===== config.mk =====
export PLATFORM = sky130hd
export DESIGN_NAME = pwmsds_output_stage
export DESIGN_NICKNAME = d
export VERILOG_FILES = /design/src/rtl/pwmsds_output_stage.v
export VERILOG_INCLUDE_DIRS = /design/src /design/src/pkg
export SDC_FILE = /design/constraint.sdc
export NUM_CORES = 1
export LEC_CHECK = 0
export ABC_CLOCK_PERIOD_IN_PS = 2200
export BUFFER_PORTS_ARGS = -buffer_cell sky130_fd_sc_hd__buf_2
export CAP_MARGIN = 20
export CORE_ASPECT_RATIO = 0.8
export CORE_MARGIN = 5
export CORE_UTILIZATION = 30
export CTS_BUF_LIST = sky130_fd_sc_hd__clkbuf_8
export DETAILED_ROUTE_END_ITERATION = 8
export PLACE_DENSITY = 0.5
export SLEW_MARGIN = 10
export SYNTH_ARGS = -nofsm -noshare
export SYNTH_HDL_FRONTEND = slang
export SYNTH_SLANG_ARGS = --single-unit

===== constraint.sdc =====
create_clock -name clk -period 2.2 [get_ports clk]
set_clock_uncertainty 0.05 [all_clocks]
set_input_delay 0.33 -clock clk [delete_from_list [all_inputs] [get_ports clk]]
set_output_delay 0.33 -clock clk [all_outputs]
set_load 0.1 [all_outputs]

===== src/pkg/pwmsds_defines.vh =====
// Register offsets, field positions, reset values and timing for the PWM output stage
`ifndef PWMSDS_DEFINES_VH
`define PWMSDS_DEFINES_VH

`define PWMSDS_ADDR_W 2
`define PWMSDS_OFF_SHUTDOWN 2'h0
`define PWMSDS_OFF_RESTART_DB 2'h1
`define PWMSDS_OFF_STEERING 2'h2
`define PWMSDS_OFF_MODE 2'h3

`define PWMSDS_RST_SHUTDOWN 8'h00
`define PWMSDS_RST_RESTART_DB 8'h00
`define PWMSDS_RST_STEERING 5'h01
`define PWMSDS_RST_MODE 6'h00

`define PWMSDS_BIT_EVENT 7
`define PWMSDS_BIT_RESTART 7
`define PWMSDS_BIT_SYNC 4

`define PWMSDS_SRC_C1 3'h1
`define PWMSDS_SRC_C2 3'h2
`define PWMSDS_SRC_PIN 3'h4

`define PWMSDS_SS_LOW 2'h0
`define PWMSDS_SS_HIGH 2'h1

`define PWMSDS_MODE_PWM 2'h3
`define PWMSDS_BRIDGE_SINGLE 2'h0
`define PWMSDS_BRIDGE_HALF 2'h2

// One instruction cycle is four oscillator periods
`define PWMSDS_OSC_PER_INSTR 2'h3

`endif


===== src/rtl/pwmsds_output_stage.v =====
// PWM output stage: auto-shutdown, dead-band delay and pulse steering
//
// The plain strobed port and the register offsets are this design's own decisions.
`timescale 1ns/100ps
`include "pwmsds_defines.vh"

module pwmsds_output_stage (
    // Clock and reset
    input wire clk,
    input wire reset_n,
    // Register port
    input wire [1:0] reg_addr,
    input wire [7:0] reg_wdata,
    input wire reg_wr,
    input wire reg_rd,
    output reg [7:0] reg_rdata_q,
    // Waveform from the period and duty generator
    input wire pwm_raw,
    input wire period_start,
    // Shutdown sources
    input wire comp1_out,
    input wire comp2_out,
    input wire comp2_out_synced,
    input wire comp2_sync_enable,
    input wire ext_int_pin,
    // Output pins
    output reg pwm_out_a_q,
    output reg pwm_out_b_q,
    output reg pwm_out_c_q,
    output reg pwm_out_d_q,
    output reg [3:0] pwm_out_oe_q,
    output reg [3:0] pwm_steer_own_q
);

    localparam ST_RUN = 2'h0;
    localparam ST_SHUT = 2'h1;
    localparam ST_WAIT = 2'h2;

    // Input synchronisers, second stage only is read
    reg [2:0] meta_q;
    reg [2:0] sync_q;
    reg comp1_s;
    reg comp2_s;
    reg pin_s;

    reg [7:0] shutdown_q;
    reg [7:0] restart_db_q;
    reg [4:0] steering_q;
    reg [3:0] steer_live_q;
    reg [5:0] mode_q;
    reg [1:0] state_q;
    reg [1:0] state_d;
    reg [1:0] div_q;
    reg instr_tick_q;
    reg [6:0] db_cnt_a_q;
    reg [6:0] db_cnt_b_q;
    reg act_a_q;
    reg act_b_q;
    reg raw_a_q;
    reg raw_b_q;

    wire [2:0] src_sel;
    wire cond;
    wire shutting;
    wire wr_shutdown;
    wire wr_restart;
    wire wr_steering;
    wire wr_mode;
    wire steer_mode;
    wire half_mode;
    wire pol_ac;
    wire pol_bd;
    reg [3:0] lvl;
    reg [3:0] en;
    reg [7:0] rdata_d;
    wire [3:0] pol;
    wire [3:0] pin_d;
    wire [3:0] oe_d;
    wire [3:0] shut_lvl;
    wire [3:0] shut_oe;
    wire comp2_pick;

    always @(posedge clk) begin
        if (!reset_n) begin
            // Idle levels: pin high, comparators low, so no false trigger
            meta_q <= 3'h4;
            sync_q <= 3'h4;
        end else begin
            meta_q <= {ext_int_pin, comp2_pick, comp1_out};
            sync_q <= meta_q;
        end
    end

    // Synced path adds the Timer1 latency ahead of our own stages
    assign comp2_pick = comp2_sync_enable ? comp2_out_synced : comp2_out;

    always @* begin
        comp1_s = sync_q[0];
        comp2_s = sync_q[1];
        pin_s = ~sync_q[2];
    end

    assign src_sel = shutdown_q[6:4];
    // Level-based: present for as long as any selected source holds
    assign cond = (src_sel[0] & comp1_s) | (src_sel[1] & comp2_s)
        | (src_sel[2] & pin_s);
    assign wr_shutdown = reg_wr && (reg_addr == `PWMSDS_OFF_SHUTDOWN);
    assign wr_restart = reg_wr && (reg_addr == `PWMSDS_OFF_RESTART_DB);
    assign wr_steering = reg_wr && (reg_addr == `PWMSDS_OFF_STEERING);
    assign wr_mode = reg_wr && (reg_addr == `PWMSDS_OFF_MODE);

    // Instruction-cycle tick from the core clock
    // Registered tick keeps the divider compare off the enable path
    always @(posedge clk) begin
        if (!reset_n) begin
            div_q <= 2'h0;
            instr_tick_q <= 1'b0;
        end else begin
            div_q <= div_q + 2'h1;
            instr_tick_q <= (div_q == `PWMSDS_OSC_PER_INSTR);
        end
    end

    // Shutdown sequencing
    always @* begin
        state_d = state_q;
        case (state_q)
            // Running: a selected trigger or a software set
            ST_RUN: begin
                if (cond || (wr_shutdown && reg_wdata[`PWMSDS_BIT_EVENT])) begin
                    state_d = ST_SHUT;
                end
            end
            // Held: the flag may drop only once the trigger is gone
            ST_SHUT: begin
                if (!cond && restart_db_q[`PWMSDS_BIT_RESTART]) begin
                    state_d = ST_WAIT;
                end else if (!cond && wr_shutdown && !reg_wdata[`PWMSDS_BIT_EVENT]) begin
                    state_d = ST_WAIT;
                end
            end
            // Flag clear but pins stay forced until a period edge
            ST_WAIT: begin
                if (cond || (wr_shutdown && reg_wdata[`PWMSDS_BIT_EVENT])) begin
                    state_d = ST_SHUT;
                end else if (period_start) begin
                    state_d = ST_RUN;
                end
            end
            default: begin
                state_d = ST_RUN;
            end
        endcase
    end

    // Pins stay forced until the period restarts, flag clears as soon as allowed
    // Trigger bypasses the state register so pins follow one cycle sooner
    assign shutting = (state_q != ST_RUN) || cond;

    always @(posedge clk) begin
        if (!reset_n) begin
            state_q <= ST_RUN;
            shutdown_q <= `PWMSDS_RST_SHUTDOWN;
            restart_db_q <= `PWMSDS_RST_RESTART_DB;
            steering_q <= `PWMSDS_RST_STEERING;
            mode_q <= `PWMSDS_RST_MODE;
        end else begin
            state_q <= state_d;
            // Flag follows the state; a write to bit 7 only steers the state
            if (wr_shutdown) begin
                shutdown_q[6:0] <= reg_wdata[6:0];
            end
            // Flag reads 1 while held; a trigger beats a clear, but an auto-restart clear beats a software set
            shutdown_q[`PWMSDS_BIT_EVENT] <= (state_d == ST_SHUT);
            if (wr_restart) begin
                restart_db_q <= reg_wdata;
            end
            if (wr_steering) begin
                steering_q <= reg_wdata[4:0];
            end
            if (wr_mode) begin
                mode_q <= reg_wdata[5:0];
            end
        end
    end

    // Mode register: [5:4] bridge config, [3:2] mode upper, [1:0] polarity
    assign steer_mode = (mode_q[3:2] == `PWMSDS_MODE_PWM)
        && (mode_q[5:4] == `PWMSDS_BRIDGE_SINGLE);
    assign half_mode = (mode_q[3:2] == `PWMSDS_MODE_PWM)
        && (mode_q[5:4] == `PWMSDS_BRIDGE_HALF);
    assign pol_ac = mode_q[1];
    assign pol_bd = mode_q[0];
    // Steering applies the A/C polarity to every pin
    assign pol[0] = pol_ac;
    assign pol[1] = steer_mode ? pol_ac : pol_bd;
    assign pol[2] = pol_ac;
    assign pol[3] = steer_mode ? pol_ac : pol_bd;

    // Steering enables take effect on period or instruction boundary
    // Immediate mode may cut a pulse short; period mode never does
    always @(posedge clk) begin
        if (!reset_n) begin
            steer_live_q <= 4'h1;
        end else if (steering_q[`PWMSDS_BIT_SYNC] ? period_start : instr_tick_q) begin
            steer_live_q <= steering_q[3:0];
        end
    end

    // Dead-band: delay rising edge of each half-bridge output by count instruction cycles
    // Counter restarts on every fall, so a short pulse never activates
    always @(posedge clk) begin
        if (!reset_n) begin
            raw_a_q <= 1'b0;
            raw_b_q <= 1'b0;
            act_a_q <= 1'b0;
            act_b_q <= 1'b0;
            db_cnt_a_q <= 7'h00;
            db_cnt_b_q <= 7'h00;
        end else begin
            raw_a_q <= pwm_raw;
            raw_b_q <= ~pwm_raw;
            if (!pwm_raw) begin
                act_a_q <= 1'b0;
                db_cnt_a_q <= 7'h00;
            end else if (db_cnt_a_q >= restart_db_q[6:0]) begin
                act_a_q <= 1'b1;
            end else if (instr_tick_q) begin
                db_cnt_a_q <= db_cnt_a_q + 7'h01;
            end
            if (pwm_raw) begin
                act_b_q <= 1'b0;
                db_cnt_b_q <= 7'h00;
            end else if (db_cnt_b_q >= restart_db_q[6:0]) begin
                act_b_q <= 1'b1;
            end else if (instr_tick_q) begin
                db_cnt_b_q <= db_cnt_b_q + 7'h01;
            end
        end
    end

    // Active levels per pin before polarity; dead-band only in half-bridge
    // C and D carry the undelayed A and B levels outside steering
    always @* begin
        if (steer_mode) begin
            lvl = {4{raw_a_q}};
        end else if (half_mode) begin
            lvl = {raw_b_q, raw_a_q, act_b_q, act_a_q};
        end else begin
            lvl = {raw_b_q, raw_a_q, raw_b_q, raw_a_q};
        end
    end

    // Single mode without any steer bit shows nothing on any pin
    always @* begin
        if (steer_mode) begin
            en = steer_live_q;
        end else if (half_mode) begin
            // Half-bridge drives only A and B
            en = 4'h3;
        end else begin
            en = 4'h0;
        end
    end

    genvar i;
    generate
        for (i = 0; i < 4; i = i + 1) begin : g_shut
            // Pins A,C use the AC field, B,D the BD field
            wire [1:0] ss;
            assign ss = (i % 2 == 0) ? shutdown_q[3:2] : shutdown_q[1:0];
            assign shut_lvl[i] = (ss == `PWMSDS_SS_HIGH);
            // A set upper bit releases the pin rather than driving it
            assign shut_oe[i] = ~ss[1];
            assign pin_d[i] = shutting ? shut_lvl[i] : (lvl[i] ^ pol[i]);
            assign oe_d[i] = en[i] & (~shutting | shut_oe[i]);
        end
    endgenerate

    // Registered pin drive; forcing applies only to enabled pins
    always @(posedge clk) begin
        if (!reset_n) begin
            pwm_out_a_q <= 1'b0;
            pwm_out_b_q <= 1'b0;
            pwm_out_c_q <= 1'b0;
            pwm_out_d_q <= 1'b0;
            pwm_out_oe_q <= 4'h0;
            pwm_steer_own_q <= 4'h0;
        end else begin
            pwm_steer_own_q <= en;
            pwm_out_a_q <= pin_d[0];
            pwm_out_b_q <= pin_d[1];
            pwm_out_c_q <= pin_d[2];
            pwm_out_d_q <= pin_d[3];
            pwm_out_oe_q <= oe_d;
        end
    end

    // Register read, data in the cycle after the strobe; idle reads as zero
    always @* begin
        rdata_d = 8'h00;
        if (reg_rd) begin
            if (reg_addr == `PWMSDS_OFF_SHUTDOWN) begin
                rdata_d = shutdown_q;
            end else if (reg_addr == `PWMSDS_OFF_RESTART_DB) begin
                rdata_d = restart_db_q;
            end else if (reg_addr == `PWMSDS_OFF_STEERING) begin
                rdata_d = {3'h0, steering_q};
            end else begin
                rdata_d = {2'h0, mode_q};
            end
        end
    end

    always @(posedge clk) begin
        if (!reset_n) begin
            reg_rdata_q <= 8'h00;
        end else begin
            reg_rdata_q <= rdata_d;
        end
    end

endmodule // pwmsds_output_stage


* After elaboration in Yosys (flattened, before gate mapping) *
Index checks and enable logic that the tools add are counted.

cells by class
  add/sub/neg operators = 3
  $lt $le $gt $ge = 2
  equal/unequal tests = 11
  multiplexer cells = 20
  bitwise gates (word level) = 23
  reduce and logical (&&, ||, !) cells = 23

operators by type and width
  kind                                                             number
  8-bit 2-to-1 mux                                                 2
  7-bit by 1-bit adder with 7-bit output, second input constant    2
  7-bit greater-or-equal comparator                                2
  2-bit 2-to-1 mux                                                 7
  2-bit == test, second input constant                             6
  2-bit by 1-bit == test with 1-bit output, second input constant  5
  1-bit logical AND                                                10
  4-bit 2-to-1 mux                                                 2
  1-bit NOT                                                        8
  2-bit AND reduction                                              4
  1-bit AND                                                        7
  1-bit 2-to-1 mux                                                 7
  2-bit zero test                                                  3
  6-bit 2-to-1 mux                                                 1
  2-bit case mux with 3 select lines                               1
  1-bit OR                                                         4
  1-bit XOR                                                        4
  2-bit by 1-bit adder with 2-bit output, second input constant    1
  1-bit zero test                                                  2
  1-bit logical OR                                                 2
  2-bit nonzero test                                               1
  2-bit OR reduction                                               1

storage, ports and cells
  bits in registers = 80
  input port bits = 21
  output and inout bits = 20
  logic and storage cells = 106

* Depth between registers and ports, before layout *
  word-level depth = 10
  mapped depth = 7
  depth with buffers taken out = 7

* Worst setup path after synthesis *
OpenSTA, ideal clock, no wires.

  path type = register to register
  start point = register restart_db_q[2]
  end point = register db_cnt_b_q[5]
  setup time = 0.116 ns
  data arrival time = 1.590 ns
  slack = 0.443 ns
  cell stages (with the launch flop) = 8
  buffers on the path = 0
  path through = dfxtp_1 inv_1 ha_1 a21oi_1 o21ai_0 a21oi_2 a31oi_1 a41o_1

between the ends
  longest elaborated chain between the ends = 3

ends and longest elaborated chain
  element                               line                       RTL
  start: declaration                    pwmsds_output_stage.v:47   reg [7:0] restart_db_q;
  start signal: assignment              pwmsds_output_stage.v:164  restart_db_q <= `PWMSDS_RST_RESTART_DB;
  start signal: assignment              pwmsds_output_stage.v:176  restart_db_q <= reg_wdata;
  7-bit greater-or-equal comparator     pwmsds_output_stage.v:234  end else if (db_cnt_b_q >= restart_db_q[6:0]) begin
  1-bit NOT (no source line)            n/a
  2-bit AND reduction (no source line)  n/a
  end signal: assignment                pwmsds_output_stage.v:237  db_cnt_b_q <= db_cnt_b_q + 7'h01;
  end: declaration                      pwmsds_output_stage.v:56   reg [6:0] db_cnt_b_q;

Every way passes these cells.
A chain may end at the register's enable or synchronous reset.

* Worst setup path after layout *
  start point = register restart_db_q[6]
  end point = register db_cnt_a_q[6]

between the ends
  longest elaborated chain between the ends = 3

ends and longest elaborated chain
  element                               line                       RTL
  7-bit greater-or-equal comparator     pwmsds_output_stage.v:226  end else if (db_cnt_a_q >= restart_db_q[6:0]) begin
  1-bit NOT (no source line)            n/a
  2-bit AND reduction (no source line)  n/a
  end signal: assignment                pwmsds_output_stage.v:229  db_cnt_a_q <= db_cnt_a_q + 7'h01;
  end: declaration                      pwmsds_output_stage.v:55   reg [6:0] db_cnt_a_q;

Every way passes these cells.

==> results by group <==
Pwr
  – VDD IR-drop max: 0.3395 mV
  – Internal Power: roughly 0.0022 W
  – Switching fraction of total power: 0.2489
  – Leak pwr: 1.811 nW
  – Psw: 0.0007311 W
  – Reg power frac: 0.515
  – Power share of the clock group: 0.392
  – Power Density: between 700 and 800 nW/um2
  – Gate power share: 0.092

Timing
  – Slew Viols, Final: 0
  – Worst-Margin Slew: 0.5077 ns
  – RSZ-0062 raised after global routing: no
  – Endpoints failing setup: 0
  – Minimum clock period: roughly 1.9 ns
  – Final hold vios: 0
  – Highest Clock Rate: between 0.5 and 0.6 GHz
  – Crit share post-route: 0.8792
  – Setup_tns: 0 ns
  – Hold slack: between 0.1 and 0.15 ns
  – Rel. slew slack: 0.6580

Setup path
  – Req. time, crit path: 2.39 ns
  – Startpoint Class: flip-flop
  – Worst-path fanout max: 4
  – Critical Path AT: around 2.1 ns
  – Critical path class: flip-flop to flip-flop
  – Worst setup EP type: flip-flop

Floorplan
  – Initial core utilization: 0.3056
  – Full die area: 14010 um2
  – Core box area: 11520 um2
  – Overall die width: 131.1 um
  – Die H: 106.9 um
  – Site Rows: 35
  – Ports: a little over 40

Layout
  – Commonest non-fill, non-tap cells in the layout: dfxtp_1, mux2i_1, buf_2
  – Fill count: around 1200
  – Commonest non-fill, non-tap cell in the layout: dfxtp_1
  – Share of cells above drive strength 1: 0.1880
  – Fin area: 4111 um2
  – ANT cells: 0
  – Footprint of the multi-input gates: 1803 um2
  – # nets final: 432
  – Reg area: 1602 um2
  – Area growth, synth to finish: 16.81%
  – Layout Utilization: 0.3570

Clock tree
  – H-tree level count: 3
  – Clock transition at the registers of the reported paths: 0.08 ns
  – CTS sink cnt: 80
  – CTS buffer count: 9
  – Clk buf depth: 2
  – Clock root cell: clkbuf_8
  – CTS Hold Bufs: 0
  – Clock Latency Late Sink: around 0.36 ns
  – CTS tree: built

Place
  – Routability congestion estimate: between 0.8 and 0.9
  – Hpwl dp: around 6 mm
  – Post-DP Area: just under 4000 um2
  – IO Port Bufs: 40

Logic synthesis
  – Post-synth top area cell: dfxtp_1
  – Avg Inst Size Synth: roughly 10 um2
  – Yosys reg bits: 80
  – Mapped Area: 3520 um2
  – Share of the synthesized area in the top cell type: 0.4550
  – Synth Net Count: 385
  – Post-Syn Instances: 347
  – Area contributors post-synth: dfxtp_1, mux2i_1, nor2b_1
  – Synth warn: 0
  – Post-synth ARST share: 0
  – Post-synth EDFFs: 0
  – Post-synth cell types: 42
  – Post-synth top flop: dfxtp_1
  – Seq/Total Area, Yosys: 0.4550

Route
  – Pre-antenna DRT Iters: 4
  – Antenna viol nets, final: 0
  – Routed vias/inst: between 4 and 5
  – Via count: 2536
  – Routed wire length: ~7.9 mm
  – Remaining DRCs: 0
  – DR WL/cell: 14.46 um
  – Initial DRC count: 76

GRT
  – Largest net degree at the start of global routing: 21
  – GRT overflow: 0
  – First-pass GRT wire length: 13.08 mm
  – Vias in the first global route: 2526
  – Initial antenna violation count: 0
  – Total GRT Usage: 0.1171

Worst hold path
  – Hold Path Class: input pin to flip-flop

Flow run
  – Max cap viols: 0

Status
  – Status: completed
## state kept, by name (all words and copies together) (netlist names), 2 cells and up
register	cells
steering_q	5
sync_q	3
db_cnt_b_q	7
pwm_out_oe_q	4
shutdown_q	8
reg_rdata_q	8
state_q	2
restart_db_q	8
meta_q	3
mode_q	6
div_q	2
steer_live_q	4
db_cnt_a_q	7
pwm_steer_own_q	4
## power groups by stage
stage	Clock [W]	Sequential (W)	Combinational (W)
after floorplan	0	0.00159	0.000152
after global placement	0	0.00155	0.000270
after detailed placement	0	0.00155	0.000273
after CTS	0.00119	0.00151	0.000274
after global routing	0.00124	0.00152	0.000298
final	0.00115	0.00151	0.000271
## final cells by class
type	instances	area share
multi-input combinational	243	0.4385
sequential	80	0.3895
timing repair buffer	48	0.06330
tap	148	0.04504
clock buffer	12	0.04017
clock inverter	4	0.01248
inverter	12	0.01096
## final timing paths
kind | startpoint | end | slack, ns | cells after the start
max | restart_db_q[6] | db_cnt_a_q[6] | 0.27 | 7
min | ext_int_pin | meta_q[2] | 0.11 | 2
min reg2reg | meta_q[2] | sync_q[2] | 0.37 | 1
max reg2reg | restart_db_q[6] | db_cnt_a_q[6] | 0.27 | 7
## what timing repair did
action / CTS / global route
hold endpoints to repair: 0 / 0
endpoints found under the setup margin: 0 / 1
gates resized for setup: 0 / 0
buffers inserted: 0 / 1
## routing by layer
metal | vias to the layer above | part of all wire | global-route usage
met2 | 46 | 0.43 | 0.1779
met3 | 11 | 0.044 | 0.03752
met1 | 1184 | 0.51 | 0.1553
li1 | 1295 | - | -
met5 | - | 0 | 0
met4 | 0 | 0.017 | 0.04377
## cells in the mapped netlist (3+ instances only)
library cell  instances
and3b_1               3
a211oi_1              9
a31oi_1               3
buf_2                 4
nand3b_1              3
nand2_1              21
nand3_1               5
xnor2_1               9
o21ai_0               4
nor2b_1              38
mux4_2                4
ha_1                 17
nor2_1               33
clkbuf_1              4
mux2i_1              40
nor3_1                3
o21a_1                4
and2_1                8
a21oi_1              10
nand2b_1              4
inv_1                12
dfxtp_1              80
a21boi_0              4
## cell families after synthesis
family | count (synthesis) | synth area share
multiplexers | 46 | 0.1500
AND/OR/NAND/NOR | 125 | 0.1866
adder cells (fa/ha/maj) | 17 | 0.06043
AO/OA/AOI/OAI | 44 | 0.08638
XOR/XNOR | 11 | 0.02738
buffers and inverters | 24 | 0.03412
flip-flops | 80 | 0.4550
## through the flow
step | setup WS (ns) | instances | total power, W
floorplan | 0.4433 | 347 | 0.001742
global placement | 0.2939 | 530 | 0.001818
detailed placement | 0.2028 | 530 | 0.001821
CTS | 0.1975 | 546 | 0.002980
global route | 0.09046 | 547 | 0.003061
finish | 0.2658 | 547 | 0.002937
## critical path, cell delays in order, from the launching register on
cell and delay (ns):
dfxtp_1 0.35, inv_1 0.07, ha_1 0.31, a21oi_1 0.18
o211ai_1 0.18, a211oi_1 0.41, nand3_1 0.14, mux2i_1 0.13
(Power assumes the default switching activity.)
